--- config.mk ---
export PLATFORM = sky130hd
export DESIGN_NAME = fiber_status_regs
export DESIGN_NICKNAME = d
export VERILOG_FILES = /design/src/fiber_status_regs.v /design/src/latch_flag.v /design/src/sync2.v
export VERILOG_INCLUDE_DIRS = /design/src
export SDC_FILE = /design/constraint.sdc
export NUM_CORES = 1
export LEC_CHECK = 0
export BUFFER_PORTS_ARGS = -buffer_cell sky130_fd_sc_hd__buf_2
export CELL_PAD_IN_SITES_DETAIL_PLACEMENT = 1
export CELL_PAD_IN_SITES_GLOBAL_PLACEMENT = 1
export CORE_MARGIN = 4
export CORE_UTILIZATION = 32
export CTS_BUF_LIST = sky130_fd_sc_hd__clkbuf_4 sky130_fd_sc_hd__clkbuf_8
export CTS_CLUSTER_DIAMETER = 60
export CTS_CLUSTER_SIZE = 30
export DETAILED_ROUTE_END_ITERATION = 8
export MAX_ROUTING_LAYER = met4
export PLACE_DENSITY_LB_ADDON = 0.1
export SLEW_MARGIN = 25
export SYNTH_ARGS = -nofsm -noshare
export SYNTH_HDL_FRONTEND = slang
export SYNTH_SLANG_ARGS = --single-unit
--- constraint.sdc ---
create_clock -name aclk -period 2 [get_ports aclk]
set_input_delay 0.4 -clock aclk [delete_from_list [all_inputs] [get_ports aclk]]
set_output_delay 0.4 -clock aclk [all_outputs]
set_load 0.01 [all_outputs]
--- src/fiber_status_defines.vh ---
`ifndef FIBER_STATUS_DEFINES_VH
`define FIBER_STATUS_DEFINES_VH

// Register indices as printed; byte address is four times the index.
`define IDX_FIBER_LINK_STATUS  4'h1
`define IDX_UNIQUE_ID_UPPER    4'h2
`define IDX_INT_STATUS         4'h8
`define IDX_INT_MASK           4'h9
`define ADDR_FIBER_LINK_STATUS 8'h04
`define ADDR_UNIQUE_ID_UPPER   8'h08
`define ADDR_INT_STATUS        8'h20
`define ADDR_INT_MASK          8'h24

// Status register field positions.
`define BIT_T4              15
`define BIT_X_FD            14
`define BIT_X_HD            13
`define BIT_10_FD           12
`define BIT_10_HD           11
`define BIT_T2_FD           10
`define BIT_T2_HD           9
`define BIT_EXT_STATUS      8
`define BIT_PREAMBLE_SUPP   6
`define BIT_ANEG_DONE       5
`define BIT_REMOTE_FAULT    4
`define BIT_ANEG_ABILITY    3
`define BIT_LINK            2
`define BIT_EXT_CAP         0

// Fiber mode select encodings.
`define MODE_100FX          2'h0
`define MODE_1000X          2'h1

// Interrupt status bit positions and width.
`define INT_W               3
`define INT_LINK_DROP       0
`define INT_REMOTE_FAULT    1
`define INT_ANEG_DONE       2

// Reset values.
`define RST_INT_MASK        3'h0
`define RST_FLAG_LOW        1'b0

// Identifier value; arbitrary neutral value.
`define ID_UPPER_VALUE      16'h1234

// AXI responses.
`define RESP_OKAY           2'h0
`define RESP_SLVERR         2'h2

`endif

--- src/fiber_status_regs.v ---
// The implementer's own choice: register access over AXI4-Lite.
`timescale 1ns/1ps
`default_nettype none
`include "fiber_status_defines.vh"

module fiber_status_regs (
  // Clock and reset
  input  wire        aclk,
  input  wire        aresetn,
  // AXI4-Lite write address
  input  wire [7:0]  s_axi_awaddr,
  input  wire        s_axi_awvalid,
  output reg         s_axi_awready,
  // AXI4-Lite write data
  input  wire [31:0] s_axi_wdata,
  input  wire [3:0]  s_axi_wstrb,
  input  wire        s_axi_wvalid,
  output reg         s_axi_wready,
  // AXI4-Lite write response
  output reg  [1:0]  s_axi_bresp,
  output reg         s_axi_bvalid,
  input  wire        s_axi_bready,
  // AXI4-Lite read address
  input  wire [7:0]  s_axi_araddr,
  input  wire        s_axi_arvalid,
  output reg         s_axi_arready,
  // AXI4-Lite read data
  output reg  [31:0] s_axi_rdata,
  output reg  [1:0]  s_axi_rresp,
  output reg         s_axi_rvalid,
  input  wire        s_axi_rready,
  // Fiber core status levels, asynchronous to aclk
  input  wire [1:0]  fiber_mode,
  input  wire        sgmii_mode,
  input  wire        link_up,
  input  wire        remote_fault,
  input  wire        aneg_complete,
  input  wire        aneg_bypass,
  input  wire        aneg_enabled,
  // Interrupt
  output reg         irq_r
);

  // Write channel states.
  localparam [2:0] WS_IDLE = 3'b001;
  localparam [2:0] WS_RESP = 3'b010;
  localparam [2:0] WS_HOLD = 3'b100;

  // Decode of a byte address into a one-hot register select.
  function [3:0] reg_sel;
    input [7:0] addr;
    begin
      case (addr)
        `ADDR_FIBER_LINK_STATUS: reg_sel = 4'h1;
        `ADDR_UNIQUE_ID_UPPER:   reg_sel = 4'h2;
        `ADDR_INT_STATUS:        reg_sel = 4'h4;
        `ADDR_INT_MASK:          reg_sel = 4'h8;
        default:                 reg_sel = 4'h0;
      endcase
    end
  endfunction

  // Synchronised levels, latched flags and decoded selects.
  wire [7:0]  sync_q;
  wire [1:0]  mode_s;
  wire        sgmii_s;
  wire        link_s;
  wire        rfault_s;
  wire        aneg_s;
  wire        link_flag;
  wire        rfault_flag;
  wire        status_rd;
  wire        mode_fx;
  wire [15:0] status_word;
  wire [`INT_W-1:0] int_event;
  wire [3:0]  wsel;
  wire [3:0]  rsel;
  wire        wr_fire;
  wire        rd_fire;

  // Write channel holding registers, interrupt state and edge history.
  reg  [2:0]  wstate_r;
  reg  [7:0]  awaddr_r;
  reg  [31:0] wdata_r;
  reg  [3:0]  wstrb_r;
  reg         aw_have_r;
  reg         w_have_r;
  reg         aneg_done_r;
  reg         link_prev_r;
  reg         rfault_prev_r;
  reg  [`INT_W-1:0] int_status_r;
  reg  [`INT_W-1:0] int_mask_r;
  reg  [`INT_W-1:0] int_status_nxt;
  reg  [`INT_W-1:0] int_clr;

  // All core levels cross into aclk through two flops.
  sync2 #(.W(8)) u_sync (
    .aclk    (aclk),
    .aresetn (aresetn),
    .d       ({fiber_mode, sgmii_mode, link_up, remote_fault,
                aneg_complete, aneg_enabled, aneg_bypass}),
    .q_r     (sync_q)
  );
  assign mode_s   = sync_q[7:6];
  assign sgmii_s  = sync_q[5];
  assign link_s   = sync_q[4];
  assign rfault_s = sync_q[3];
  // The three negotiation levels are combined only after the crossing, so no
  // gate output that could glitch between them is ever sampled.
  assign aneg_s   = sync_q[2] & sync_q[1] & ~sync_q[0];

  // A read accepted at the status address releases both latched flags.
  assign rd_fire   = s_axi_arvalid & s_axi_arready;
  assign rsel      = reg_sel(s_axi_araddr);
  assign status_rd = rd_fire & rsel[0];

  latch_flag #(.LATCH_LOW(1)) u_link (
    .aclk     (aclk),
    .aresetn  (aresetn),
    .cond     (link_s),
    .read_clr (status_rd),
    .flag_r   (link_flag)
  );

  latch_flag #(.LATCH_LOW(0)) u_rfault (
    .aclk     (aclk),
    .aresetn  (aresetn),
    .cond     (rfault_s),
    .read_clr (status_rd),
    .flag_r   (rfault_flag)
  );

  // Negotiation-complete follows the core; bypass and disabled keep it clear.
  always @(posedge aclk) begin
    if (!aresetn)
      aneg_done_r <= 1'b0;
    else
      aneg_done_r <= aneg_s;
  end

  // Assemble the status word; mode-dependent bits decode from the mode field.
  assign mode_fx = (mode_s == `MODE_100FX);
  assign status_word[`BIT_T4]            = 1'b0;
  assign status_word[`BIT_X_FD]          = mode_fx;
  assign status_word[`BIT_X_HD]          = mode_fx;
  assign status_word[`BIT_10_FD]         = 1'b0;
  assign status_word[`BIT_10_HD]         = 1'b0;
  assign status_word[`BIT_T2_FD]         = 1'b0;
  assign status_word[`BIT_T2_HD]         = 1'b0;
  assign status_word[`BIT_EXT_STATUS]    = 1'b1;
  // Reserved positions always read zero.
  assign status_word[7]                  = 1'b0;
  assign status_word[`BIT_PREAMBLE_SUPP] = 1'b1;
  assign status_word[`BIT_ANEG_DONE]     = aneg_done_r;
  assign status_word[`BIT_REMOTE_FAULT]  = rfault_flag & ~sgmii_s;
  assign status_word[`BIT_ANEG_ABILITY]  = ~mode_fx;
  assign status_word[`BIT_LINK]          = link_flag;
  assign status_word[1]                  = 1'b0;
  assign status_word[`BIT_EXT_CAP]       = 1'b1;

  // Interrupt events: link drop, remote fault rise, negotiation finishing.
  assign int_event[`INT_LINK_DROP]    = link_prev_r & ~link_s;
  assign int_event[`INT_REMOTE_FAULT] = ~rfault_prev_r & rfault_s & ~sgmii_s;
  assign int_event[`INT_ANEG_DONE]    = ~aneg_done_r & aneg_s;

  // Write channel: address and data taken in either order, then a response.
  assign wr_fire = aw_have_r & w_have_r & (wstate_r == WS_IDLE);
  assign wsel    = reg_sel(awaddr_r);

  always @(posedge aclk) begin
    if (!aresetn) begin
      wstate_r      <= WS_IDLE;
      s_axi_awready <= 1'b0;
      s_axi_wready  <= 1'b0;
      s_axi_bvalid  <= 1'b0;
      s_axi_bresp   <= `RESP_OKAY;
      awaddr_r      <= 8'h00;
      wdata_r       <= 32'h0000_0000;
      wstrb_r       <= 4'h0;
      aw_have_r     <= 1'b0;
      w_have_r      <= 1'b0;
    end else begin
      case (wstate_r)
        WS_IDLE: begin
          s_axi_awready <= ~aw_have_r & ~(s_axi_awvalid & s_axi_awready);
          s_axi_wready  <= ~w_have_r & ~(s_axi_wvalid & s_axi_wready);
          if (s_axi_awvalid & s_axi_awready) begin
            awaddr_r  <= s_axi_awaddr;
            aw_have_r <= 1'b1;
          end
          if (s_axi_wvalid & s_axi_wready) begin
            wdata_r  <= s_axi_wdata;
            wstrb_r  <= s_axi_wstrb;
            w_have_r <= 1'b1;
          end
          if (wr_fire) begin
            s_axi_awready <= 1'b0;
            s_axi_wready  <= 1'b0;
            wstate_r      <= WS_RESP;
          end
        end
        WS_RESP: begin
          // Read-only registers accept the write silently; unmapped is an error.
          s_axi_bvalid <= 1'b1;
          s_axi_bresp  <= (wsel == 4'h0) ? `RESP_SLVERR : `RESP_OKAY;
          wstate_r     <= WS_HOLD;
        end
        WS_HOLD: begin
          // Dropping both holding flags reopens the address and data channels.
          if (s_axi_bready) begin
            s_axi_bvalid <= 1'b0;
            aw_have_r    <= 1'b0;
            w_have_r     <= 1'b0;
            wstate_r     <= WS_IDLE;
          end
        end
        default: wstate_r <= WS_IDLE;
      endcase
    end
  end

  // Write-one-to-clear mask for interrupt status, applied in the response cycle.
  always @* begin
    int_clr = {`INT_W{1'b0}};
    if (wstate_r == WS_RESP && wsel[2] && wstrb_r[0])
      int_clr = wdata_r[`INT_W-1:0];
  end

  // A new event outranks a clear landing in the same cycle.
  always @* begin
    int_status_nxt = (int_status_r & ~int_clr) | int_event;
  end

  // Interrupt state, mask, edge history and the level output.
  // Edge history resets low, so a link already up after reset raises no event.
  // The mask acts on the level one cycle late, which a level interrupt tolerates.
  always @(posedge aclk) begin
    if (!aresetn) begin
      int_status_r  <= {`INT_W{1'b0}};
      int_mask_r    <= `RST_INT_MASK;
      link_prev_r   <= 1'b0;
      rfault_prev_r <= 1'b0;
      irq_r         <= 1'b0;
    end else begin
      int_status_r  <= int_status_nxt;
      link_prev_r   <= link_s;
      rfault_prev_r <= rfault_s;
      if (wstate_r == WS_RESP && wsel[3] && wstrb_r[0])
        int_mask_r <= wdata_r[`INT_W-1:0];
      irq_r <= |(int_status_nxt & int_mask_r);
    end
  end

  // Read channel: one read at a time, data one cycle after the address.
  always @(posedge aclk) begin
    if (!aresetn) begin
      s_axi_arready <= 1'b0;
      s_axi_rvalid  <= 1'b0;
      s_axi_rdata   <= 32'h0000_0000;
      s_axi_rresp   <= `RESP_OKAY;
    end else begin
      // Ready rests low after a handshake and while data waits, so a second
      // address never overtakes unread data.
      s_axi_arready <= ~s_axi_rvalid & ~rd_fire & ~s_axi_arready;
      if (rd_fire) begin
        s_axi_rvalid <= 1'b1;
        s_axi_rresp  <= `RESP_OKAY;
        case (rsel)
          4'h1: s_axi_rdata <= {16'h0000, status_word};
          4'h2: s_axi_rdata <= {16'h0000, `ID_UPPER_VALUE};
          4'h4: s_axi_rdata <= {29'h0000_0000, int_status_r};
          4'h8: s_axi_rdata <= {29'h0000_0000, int_mask_r};
          // Unmapped addresses answer an error with zero data.
          default: begin
            s_axi_rdata <= 32'h0000_0000;
            s_axi_rresp <= `RESP_SLVERR;
          end
        endcase
      end else if (s_axi_rvalid & s_axi_rready) begin
        s_axi_rvalid <= 1'b0;
      end
    end
  end

endmodule // fiber_status_regs
`default_nettype wire

--- src/latch_flag.v ---
`timescale 1ns/1ps
`default_nettype none
`include "fiber_status_defines.vh"

// One latched flag: high-latching or low-latching, released by a read.
module latch_flag #(
  parameter LATCH_LOW = 0
) (
  // Clock and reset
  input  wire aclk,
  input  wire aresetn,
  // Condition and read strobe
  input  wire cond,
  input  wire read_clr,
  // Latched value
  output reg  flag_r
);

  reg  flag_nxt;
  wire active;

  // The latched polarity is the condition's abnormal level.
  assign active = LATCH_LOW ? ~cond : cond;

  // A read returns the flag to the live value; an event in that cycle still wins.
  always @* begin
    if (LATCH_LOW != 0) begin
      if (active)
        flag_nxt = 1'b0;
      else if (read_clr)
        flag_nxt = cond;
      else
        flag_nxt = flag_r;
    end else begin
      if (active)
        flag_nxt = 1'b1;
      else if (read_clr)
        flag_nxt = cond;
      else
        flag_nxt = flag_r;
    end
  end

  // Both flags reset to zero.
  always @(posedge aclk) begin
    if (!aresetn)
      flag_r <= `RST_FLAG_LOW;
    else
      flag_r <= flag_nxt;
  end

endmodule // latch_flag
`default_nettype wire

--- src/sync2.v ---
`timescale 1ns/1ps
`default_nettype none

// Two-flop synchroniser for a pin-level bus.
module sync2 #(
  parameter W = 1
) (
  // Clock and reset
  input  wire         aclk,
  input  wire         aresetn,
  // Asynchronous in, synchronous out
  input  wire [W-1:0] d,
  output reg  [W-1:0] q_r
);

  reg [W-1:0] meta_r;

  // The first stage feeds only the second one.
  always @(posedge aclk) begin
    if (!aresetn) begin
      meta_r <= {W{1'b0}};
      q_r    <= {W{1'b0}};
    end else begin
      meta_r <= d;
      q_r    <= meta_r;
    end
  end

endmodule // sync2
`default_nettype wire

Word level (Yosys, flattened, before mapping)
Cells that the tools add are included.

Register bits: 86. Input bits: 67. Logic and storage cells: 118.

Equal/unequal tests: 19. Multiplexer cells: 21. Bitwise gates (word level): 35. Reduce and logical (&&, ||, !) cells: 19.

Operators by type and width (count): $pmux W15 S4 (1); $eq A8 B6 Y1 const B (4); $pmux W4 S4 (2); $and A1 B1 Y1 (18); $eq A8 B3 Y1 const B (2); $eq A8 B4 Y1 const B (2); $not A1 Y1 (13); $reduce_and A2 Y1 (5); $mux W1 (9); $mux W3 (3); $pmux W3 S3 (1); $reduce_bool A2 Y1 (4); $and A3 B3 Y3 (2); $pmux W1 S2 (3); $reduce_and A3 Y1 (2); $eq A4 B1 Y1 const B (1); $eq A4 B2 Y1 const B (1); $eq A4 B3 Y1 const B (1); $eq A4 B4 Y1 const B (1); $logic_and A1 B1 Y1 (4); $logic_not A4 Y1 (1); $mux W2 (2); $ne A2 B1 Y1 const B (2); $ne A2 B2 Y1 const B (2); 8 further kinds (8).

Depth between registers and ports, before layout
Gate-level depths: netlist of run 1.

Depth in word-level cells: 10. Depth in mapped cells: 6. Depth with buffers taken out: 4.

Cells and area by module
Synthesis of run 1 repeated with hierarchy kept, for this count alone.

Cell total of the unflattened synthesis: 263. Area, all modules: 2586.2 µm².

Modules (own cells, without submodules): fiber_status_regs (times used 1, cells each 225, area an instance 2068.2 µm²); sync2 (times used 1, cells each 33, area an instance 446.7 µm²); latch_flag at u_rfault (times used 1, cells each 3, area an instance 41.3 µm²); latch_flag at u_link (times used 1, cells each 2, area an instance 30.0 µm²).

Least setup slack after synthesis of run 1
No wires, ideal clock.

Kind: input to register. Start point: in s_axi_araddr[1]. End point: reg u_rfault.flag_r. Setup time: 116 ps. Data arrival time: 1875 ps. Required time: 1884 ps. Path slack: 9 ps. Stages: 4. Cell sequence: or4_4 or3_1 or3b_4 a31o_1.

Longest elaborated chain between the ends: 4.

RTL lines: start: declaration (line fiber_status_regs.v:24) `input wire [7:0] s_axi_araddr,`; $eq A8 B6 Y1 (tied with other cells) (line fiber_status_regs.v:53) `case (addr)`; $pmux W4 S4 * (line fiber_status_regs.v:53); $and A1 B1 Y1 * (line fiber_status_regs.v:115) `assign status_rd = rd_fire & rsel[0];`; $reduce_bool A2 Y1 (no source line) *; end signal: assignment (line latch_flag.v:47) `` flag_r <= `RST_FLAG_LOW; ``; end signal: assignment (line latch_flag.v:49) `flag_r <= flag_nxt;`; end: declaration (line latch_flag.v:16) `output reg flag_r`.

Every way passes the cells marked *; elsewhere a longest branch is shown, timed or not. A chain may end at the register's enable or synchronous reset.

Worst setup path after layout of run 1
Ends and elaborated chain as after synthesis.

==> summary.json, run 1 <==
{
  "run_status": {
    "status": "complete, no violations"
  },
  "worst_setup_path": {
    "crit_path_max_fanout": 5,
    "worst-path-buf-inv": 1,
    "cp-start-kind": "input port",
    "cp_slowest_stage_delay_ps": 530,
    "worstReg2RegStart": "wstate_r[1]",
    "worst_r2r_path_depth": 4,
    "endpoint_class_of_the_critical_path": "flip-flop",
    "critPathSlowestCell": "sky130_fd_sc_hd__or4_4",
    "critPathArrivalTime_ps": 2030,
    "worst-setup-path-type": "in2reg",
    "regToRegEndpoint": "irq_r",
    "worst_ep_required_time_ps": 2230,
    "r2r_setup_slk_ps": 280,
    "critPathTopFamily": "simple AND/OR/NAND/NOR gates",
    "cp_cell_sequence": "buf_2 -> or4_4 -> or3_1 -> or3b_4 -> a31o_1"
  },
  "drt": {
    "detail_route.wl_per_cell_um": 12.6,
    "drtPass1Iterations": 4,
    "antenna_left": 0,
    "vias": 1983,
    "route.detailed.drc": 0,
    "routed_wirelength_mm": 5.40,
    "drt_iter0_markers": 55,
    "via_per_inst": 4.62
  },
  "clock_network": {
    "clk_root_buffer_cell": "sky130_fd_sc_hd__clkbuf_8",
    "cts_repair_resize_count": 0,
    "postCtsSetupRepairBufs": 0,
    "htreeDepth": 3,
    "clock_latency_ps": 330,
    "tritoncts": "yes",
    "cts.clk_slew.worst_paths_ps": 70,
    "cts-buffers-inserted": 9,
    "cts.hold.buffers_added": 0,
    "count_of_clock_tree_sinks": 61,
    "cts_max_path_buffers": 2
  },
  "finish": {
    "finish.net_count": 389,
    "insertedDiodeCount": 0,
    "drive_gt1_share_pct": 26.6,
    "fin_cells": 429,
    "area.growth.synth_to_final_pct": 20.4
  },
  "synthesis": {
    "synthMostInstantiatedCell": "sky130_fd_sc_hd__dfxtp_1",
    "syn_avg_cell_area_um2": 9.54,
    "ys_async_sr_fraction_pct": 0,
    "number_of_flops_mapped_to_enable_cells_by_yosys": 0,
    "synth_largest_area_cell": "sky130_fd_sc_hd__dfxtp_1",
    "postSynthCellCount": 263,
    "post_synth_main_area_contributors": "sky130_fd_sc_hd__dfxtp_1, sky130_fd_sc_hd__mux2i_1, sky130_fd_sc_hd__buf_4",
    "synth_top_area_share_pct": 48.7,
    "yosys.cell_types.count": 49,
    "postSynthRegisterBits": 61,
    "yosys_warnings": 0,
    "seq_area_frac_synth_pct": 48.7,
    "cell_area_after_technology_mapping_um2": 2510,
    "ys_top_cells_by_count": "sky130_fd_sc_hd__dfxtp_1, sky130_fd_sc_hd__buf_4, sky130_fd_sc_hd__nor2_1",
    "most_used_flip_flop_cell_after_synthesis": "sky130_fd_sc_hd__dfxtp_1"
  },
  "sta": {
    "final.min_clock_period_ps": 1810,
    "report.final.slew_viol_count": 0,
    "setup_slack_ps": 191,
    "finalHoldViolCount": 0,
    "grt_setup_unrepaired": "no",
    "final.setup_skew_ps": 5.68,
    "max_freq_ghz": 0.553,
    "setup_viol": 0,
    "period_utilization_post_route_pct": 90.4
  },
  "placement": {
    "place_congestion": 0.723,
    "portBuffers": 54,
    "dp.final_hpwl_mm": 4.05,
    "placedCellCount": 413,
    "place_ws_ps": -151
  },
  "grt": {
    "gr-total-overflow": 0,
    "grt_util_all_layers_pct": 12.7,
    "grt_pass1_vias": 1918,
    "grt_start_max_net_pins": 29,
    "wire_length_of_the_first_global_routing_pass_mm": 8.85,
    "grt_antenna_before_repair": 0
  },
  "worst_hold_path": {
    "timing.hold.worst_endpoint": "u_sync.meta_r[7]",
    "timing.hold.worst.start": "fiber_mode[1]",
    "hold_path_class": "in2reg",
    "worstHoldPathCells": 2
  },
  "job": {
    "max_cap_viol_count": 0
  },
  "floorplan": {
    "die-area_um2": 9320,
    "floorplan.initialDensity_pct": 32.6,
    "core_area_um2": 7690,
    "die_w_um": 96.6,
    "io_pins": 109,
    "die-height_um": 96.6,
    "floorplan.rows": 32
  },
  "power_and_ir_drop": {
    "power_density_nw_per_um2": 858,
    "leakage_dissipation_uw": 0.00131,
    "ir_drop_v": 0.000313
  }
}
[area by class of cell]
cell class,count,area (um^2)
Inverter,5,18.8
Timing Repair Buffer,63,338
Tap cell,102,128
Clock inverter,6,62.6
Clock buffer,10,138
Sequential cell,61,1220
Multi-Input combinational cell,182,1120
Fill cell,955,4660
[how the worst max path moves through the flow]
stage,startpoint,endpoint,slack (ps),cells past startpoint
after floorplan,s_axi_araddr[1],u_rfault.flag_r,9,4
after global placement,s_axi_araddr[1],u_rfault.flag_r,-160,5
after detailed placement,s_axi_araddr[1],u_rfault.flag_r,-150,5
after CTS,s_axi_araddr[1],u_rfault.flag_r,210,5
after global routing,s_axi_araddr[1],u_rfault.flag_r,180,5
final,s_axi_araddr[1],u_rfault.flag_r,190,5
[placed cells by master, fill, tap and decap left out, types with 2 or more instances in the layout]
cell type / netlist / layout
sky130_fd_sc_hd__a22oi_1: 2 / 2
sky130_fd_sc_hd__buf_2: 2 / 54
sky130_fd_sc_hd__buf_4: 25 / 9
sky130_fd_sc_hd__and3_1: 2 / 2
sky130_fd_sc_hd__a21oi_1: 16 / 16
sky130_fd_sc_hd__clkinvlp_4: 0 / 3
sky130_fd_sc_hd__inv_1: 4 / 4
sky130_fd_sc_hd__dfxtp_1: 61 / 61
sky130_fd_sc_hd__nor3_1: 5 / 5
sky130_fd_sc_hd__nor3b_1: 4 / 4
sky130_fd_sc_hd__clkinv_2: 0 / 2
sky130_fd_sc_hd__a31oi_1: 4 / 4
sky130_fd_sc_hd__o21ai_0: 7 / 7
sky130_fd_sc_hd__nand3_1: 2 / 2
sky130_fd_sc_hd__and2_1: 18 / 18
sky130_fd_sc_hd__conb_1: 1 / 22
sky130_fd_sc_hd__o21a_1: 3 / 3
sky130_fd_sc_hd__nand2_1: 12 / 12
sky130_fd_sc_hd__mux2i_1: 19 / 19
sky130_fd_sc_hd__nand4_1: 3 / 3
sky130_fd_sc_hd__nor2_1: 24 / 24
sky130_fd_sc_hd__or3_2: 2 / 2
sky130_fd_sc_hd__nor2b_1: 10 / 10
sky130_fd_sc_hd__nor4bb_1: 2 / 2
sky130_fd_sc_hd__clkbuf_8: 0 / 10
[flip-flops by register name, indices dropped and copies added (netlist names), 3 cells and up]
register,flops
u_sync.q_r,8
s_axi_rdata,9
wstate_r,3
awaddr_r,8
wdata_r,3
int_mask_r,3
int_status_r,3
u_sync.meta_r,8
[kinds of logic (layout without fill, tap and decap cells)]
family / count (synthesis) / after routing / synth area share [%]
XOR/XNOR: 1 / 1 / 0.349
other: 1 / 22 / 0.149
AO/OA/AOI/OAI: 45 / 45 / 11.8
multiplexers: 20 / 20 / 8.03
buffers and inverters: 41 / 84 / 9.97
AND/OR/NAND/NOR: 94 / 94 / 21.1
flip-flops: 61 / 61 / 48.7
[per-layer routing]
metal	routed length (um)	up-vias	GRT usage, %
li1	-	981	-
met1	2610	937	16.7
met2	2390	57	18.4
met3	349	8	4.03
met4	53	0	4.56
met5	0	-	-
[stage by stage]
stage | total power (uW) | cell area [um^2] | utilization [%] | setup TNS, ps | hold slack [ps]
6_report | 2590 | 3020 | 39.3 | 0 | 274
4_1_cts | 2650 | 3020 | 39.3 | 0 | 252
2_1_floorplan | 1480 | 2590 | - | 0 | 398
3_3_place_gp | 1530 | 2820 | 36.7 | -506 | 411
5_1_grt | 2740 | 3020 | 39.3 | 0 | 257
3_5_place_dp | 1540 | 2820 | 36.7 | -508 | 415
[report_power, final]
part / leakage, uW / switching (uW) / internal [uW]
Clock: 0.0000943 / 485 / 604
Combinational: 0.000720 / 115 / 97.9
Sequential: 0.000498 / 31.4 / 1260
Total: 0.00131 / 631 / 1960
(Power assumes the default switching activity.)
==> inputs of run 2 (changes only) <==
- BUFFER_PORTS_ARGS: -buffer_cell sky130_fd_sc_hd__buf_2 -> not set
- CORE_UTILIZATION: 32 -> 43
- DONT_BUFFER_PORTS: not set -> 1
- GPL_ROUTABILITY_DRIVEN: not set -> 0
==> summary.json, run 2 (same netlist as run 1, synthesis figures left out) <==
{
  "run_status": {
    "status": "complete, no violations"
  },
  "clock_network": {
    "clock_latency_ps": 330,
    "cts.clk_slew.worst_paths_ps": 70,
    "cts.hold.buffers_added": 0,
    "htreeDepth": 3,
    "cts_repair_resize_count": 0,
    "cts-buffers-inserted": 9,
    "count_of_clock_tree_sinks": 61,
    "tritoncts": "yes",
    "clk_root_buffer_cell": "sky130_fd_sc_hd__clkbuf_8",
    "postCtsSetupRepairBufs": 0,
    "cts_max_path_buffers": 2
  },
  "worst_setup_path": {
    "cp_slowest_stage_delay_ps": 510,
    "endpoint_class_of_the_critical_path": "flip-flop",
    "critPathTopFamily": "simple AND/OR/NAND/NOR gates",
    "cp-start-kind": "input port",
    "critPathArrivalTime_ps": 1920,
    "worst-path-buf-inv": 0,
    "critPathSlowestCell": "sky130_fd_sc_hd__or4_4",
    "worst-setup-path-type": "in2reg",
    "crit_path_max_fanout": 5,
    "worst_ep_required_time_ps": 2240,
    "cp_cell_sequence": "or4_4 -> or3_1 -> or3b_4 -> a31o_1"
  },
  "sta": {
    "report.final.slew_viol_count": 0,
    "final.min_clock_period_ps": 1690,
    "maxSlewHeadroom_pct": 66.5,
    "setup_viol": 0,
    "period_utilization_post_route_pct": 84.4,
    "max_slew.worst_pin.slew_ps": 496,
    "final.setup_skew_ps": 8.60,
    "finalHoldViolCount": 0,
    "grt_setup_unrepaired": "no",
    "max_freq_ghz": 0.592,
    "setup_slack_ps": 312
  },
  "placement": {
    "dp.final_hpwl_mm": 3.76,
    "portBuffers": 0,
    "place_ws_ps": -49.3
  },
  "drt": {
    "via_per_inst": 5.14,
    "drt_iter0_markers": 34,
    "route.detailed.drc": 0,
    "vias": 1779,
    "detail_route.wl_per_cell_um": 14.9,
    "routed_wirelength_mm": 5.17,
    "drtPass1Iterations": 4,
    "antenna_left": 0
  },
  "finish": {
    "most_common_cell_after_layout_fill_and_taps_aside": "sky130_fd_sc_hd__dfxtp_1",
    "finish.net_count": 336,
    "drive_gt1_share_pct": 12.4,
    "insertedDiodeCount": 0,
    "num-fill-cells": 668,
    "max_flop_register": "s_axi_rdata",
    "register_area_um2": 1220,
    "layout_common_cells": "sky130_fd_sc_hd__dfxtp_1, sky130_fd_sc_hd__nor2_1, sky130_fd_sc_hd__conb_1",
    "area.growth.synth_to_final_pct": 8.42,
    "max_reg_flops": 9,
    "multiInputGateArea_um2": 1120
  },
  "power_and_ir_drop": {
    "p_sw_share_pct": 23.9,
    "ir_drop_v": 0.000460,
    "intPower_uw": 1940,
    "comb_power_share_pct": 6.3,
    "power.share.sequential_pct": 50.8,
    "leakage_dissipation_uw": 0.00108,
    "power_density_nw_per_um2": 936,
    "switchingPower_uw": 609,
    "p_clk_share_pct": 42.9,
    "total_power_uw": 2550
  },
  "floorplan": {
    "die_w_um": 84.4,
    "die-height_um": 84.4,
    "io_pins": 109,
    "core_area_um2": 5570,
    "floorplan.initialDensity_pct": 45.0,
    "die-area_um2": 7120,
    "floorplan.rows": 27
  },
  "grt": {
    "gr-total-overflow": 0,
    "grt_antenna_before_repair": 0,
    "wire_length_of_the_first_global_routing_pass_mm": 8.63,
    "grt_start_max_net_pins": 30,
    "grt_pass1_vias": 1798,
    "grt_util_all_layers_pct": 15.6
  },
  "job": {
    "max_cap_viol_count": 0
  },
  "worst_hold_path": {
    "hold_path_class": "in2reg"
  }
}
run 2: changes by cell type in the layout (fill, tap and decap cells not counted):
cell | previous run | this run
sky130_fd_sc_hd__clkinvlp_4 | 3 | 1
sky130_fd_sc_hd__buf_4 | 9 | 10
sky130_fd_sc_hd__buf_2 | 54 | 0
sky130_fd_sc_hd__clkinv_2 | 2 | 3
sky130_fd_sc_hd__inv_6 | 0 | 1
run 2: cell type report:
cell class | instances | area share [%]
timing repair buffer | 10 | 2.76
inverter | 5 | 0.690
tap | 72 | 3.31
clock buffer | 10 | 5.06
multi-input combinational | 182 | 41.1
sequential | 61 | 44.9
clock inverter | 6 | 2.25
run 2: final timing paths:
kind	to	from	cells after the start	slack, ps
worst max-delay path	u_rfault.flag_r	s_axi_araddr[1]	4	310
worst min-delay path	wstate_r[0]	aresetn	1	130
worst max register to register	irq_r	awaddr_r[7]	5	350
worst min register to register	aneg_done_r	u_sync.q_r[0]	1	430
run 2: through the flow:
stage / hold WS [ps] / instances / utilization (%) / setup TNS, ps / instance area (um^2)
2_1_floorplan: 398 / 284 / - / 0 / 2590
3_3_place_gp: 411 / 330 / 45.3 / -49.2 / 2520
3_5_place_dp: 418 / 330 / 45.3 / -72.5 / 2520
4_1_cts: 110 / 346 / 48.8 / 0 / 2720
5_1_grt: 117 / 346 / 48.8 / 0 / 2720
6_report: 128 / 346 / 48.8 / 0 / 2720
run 2: power by group through the flow:
stage / sequential (uW) / combinational [uW] / clock, uW
after floorplan: 1320 / 163 / 0
after global placement: 1320 / 156 / 0
after detailed placement: 1320 / 161 / 0
after CTS: 1300 / 163 / 1130
after global routing: 1300 / 183 / 1190
final: 1290 / 161 / 1090
run 2: layer usage:
layer  vias up  part of all wire (%)  global-route usage (%)
met5         -                     0                       -
met1       837                    46                    18.4
li1        876                     -                       -
met3        10                   6.9                    4.61
met4         0                   2.2                    8.20
met2        56                    45                    24.1
run 2: worst register-to-register path: stages, from the launching register on:
cell and delay (ps):
sky130_fd_sc_hd__dfxtp_1 320, sky130_fd_sc_hd__nor3_1 230, sky130_fd_sc_hd__buf_4 170, sky130_fd_sc_hd__nand4_1 110, sky130_fd_sc_hd__o41a_1 400, sky130_fd_sc_hd__a211o_1 310
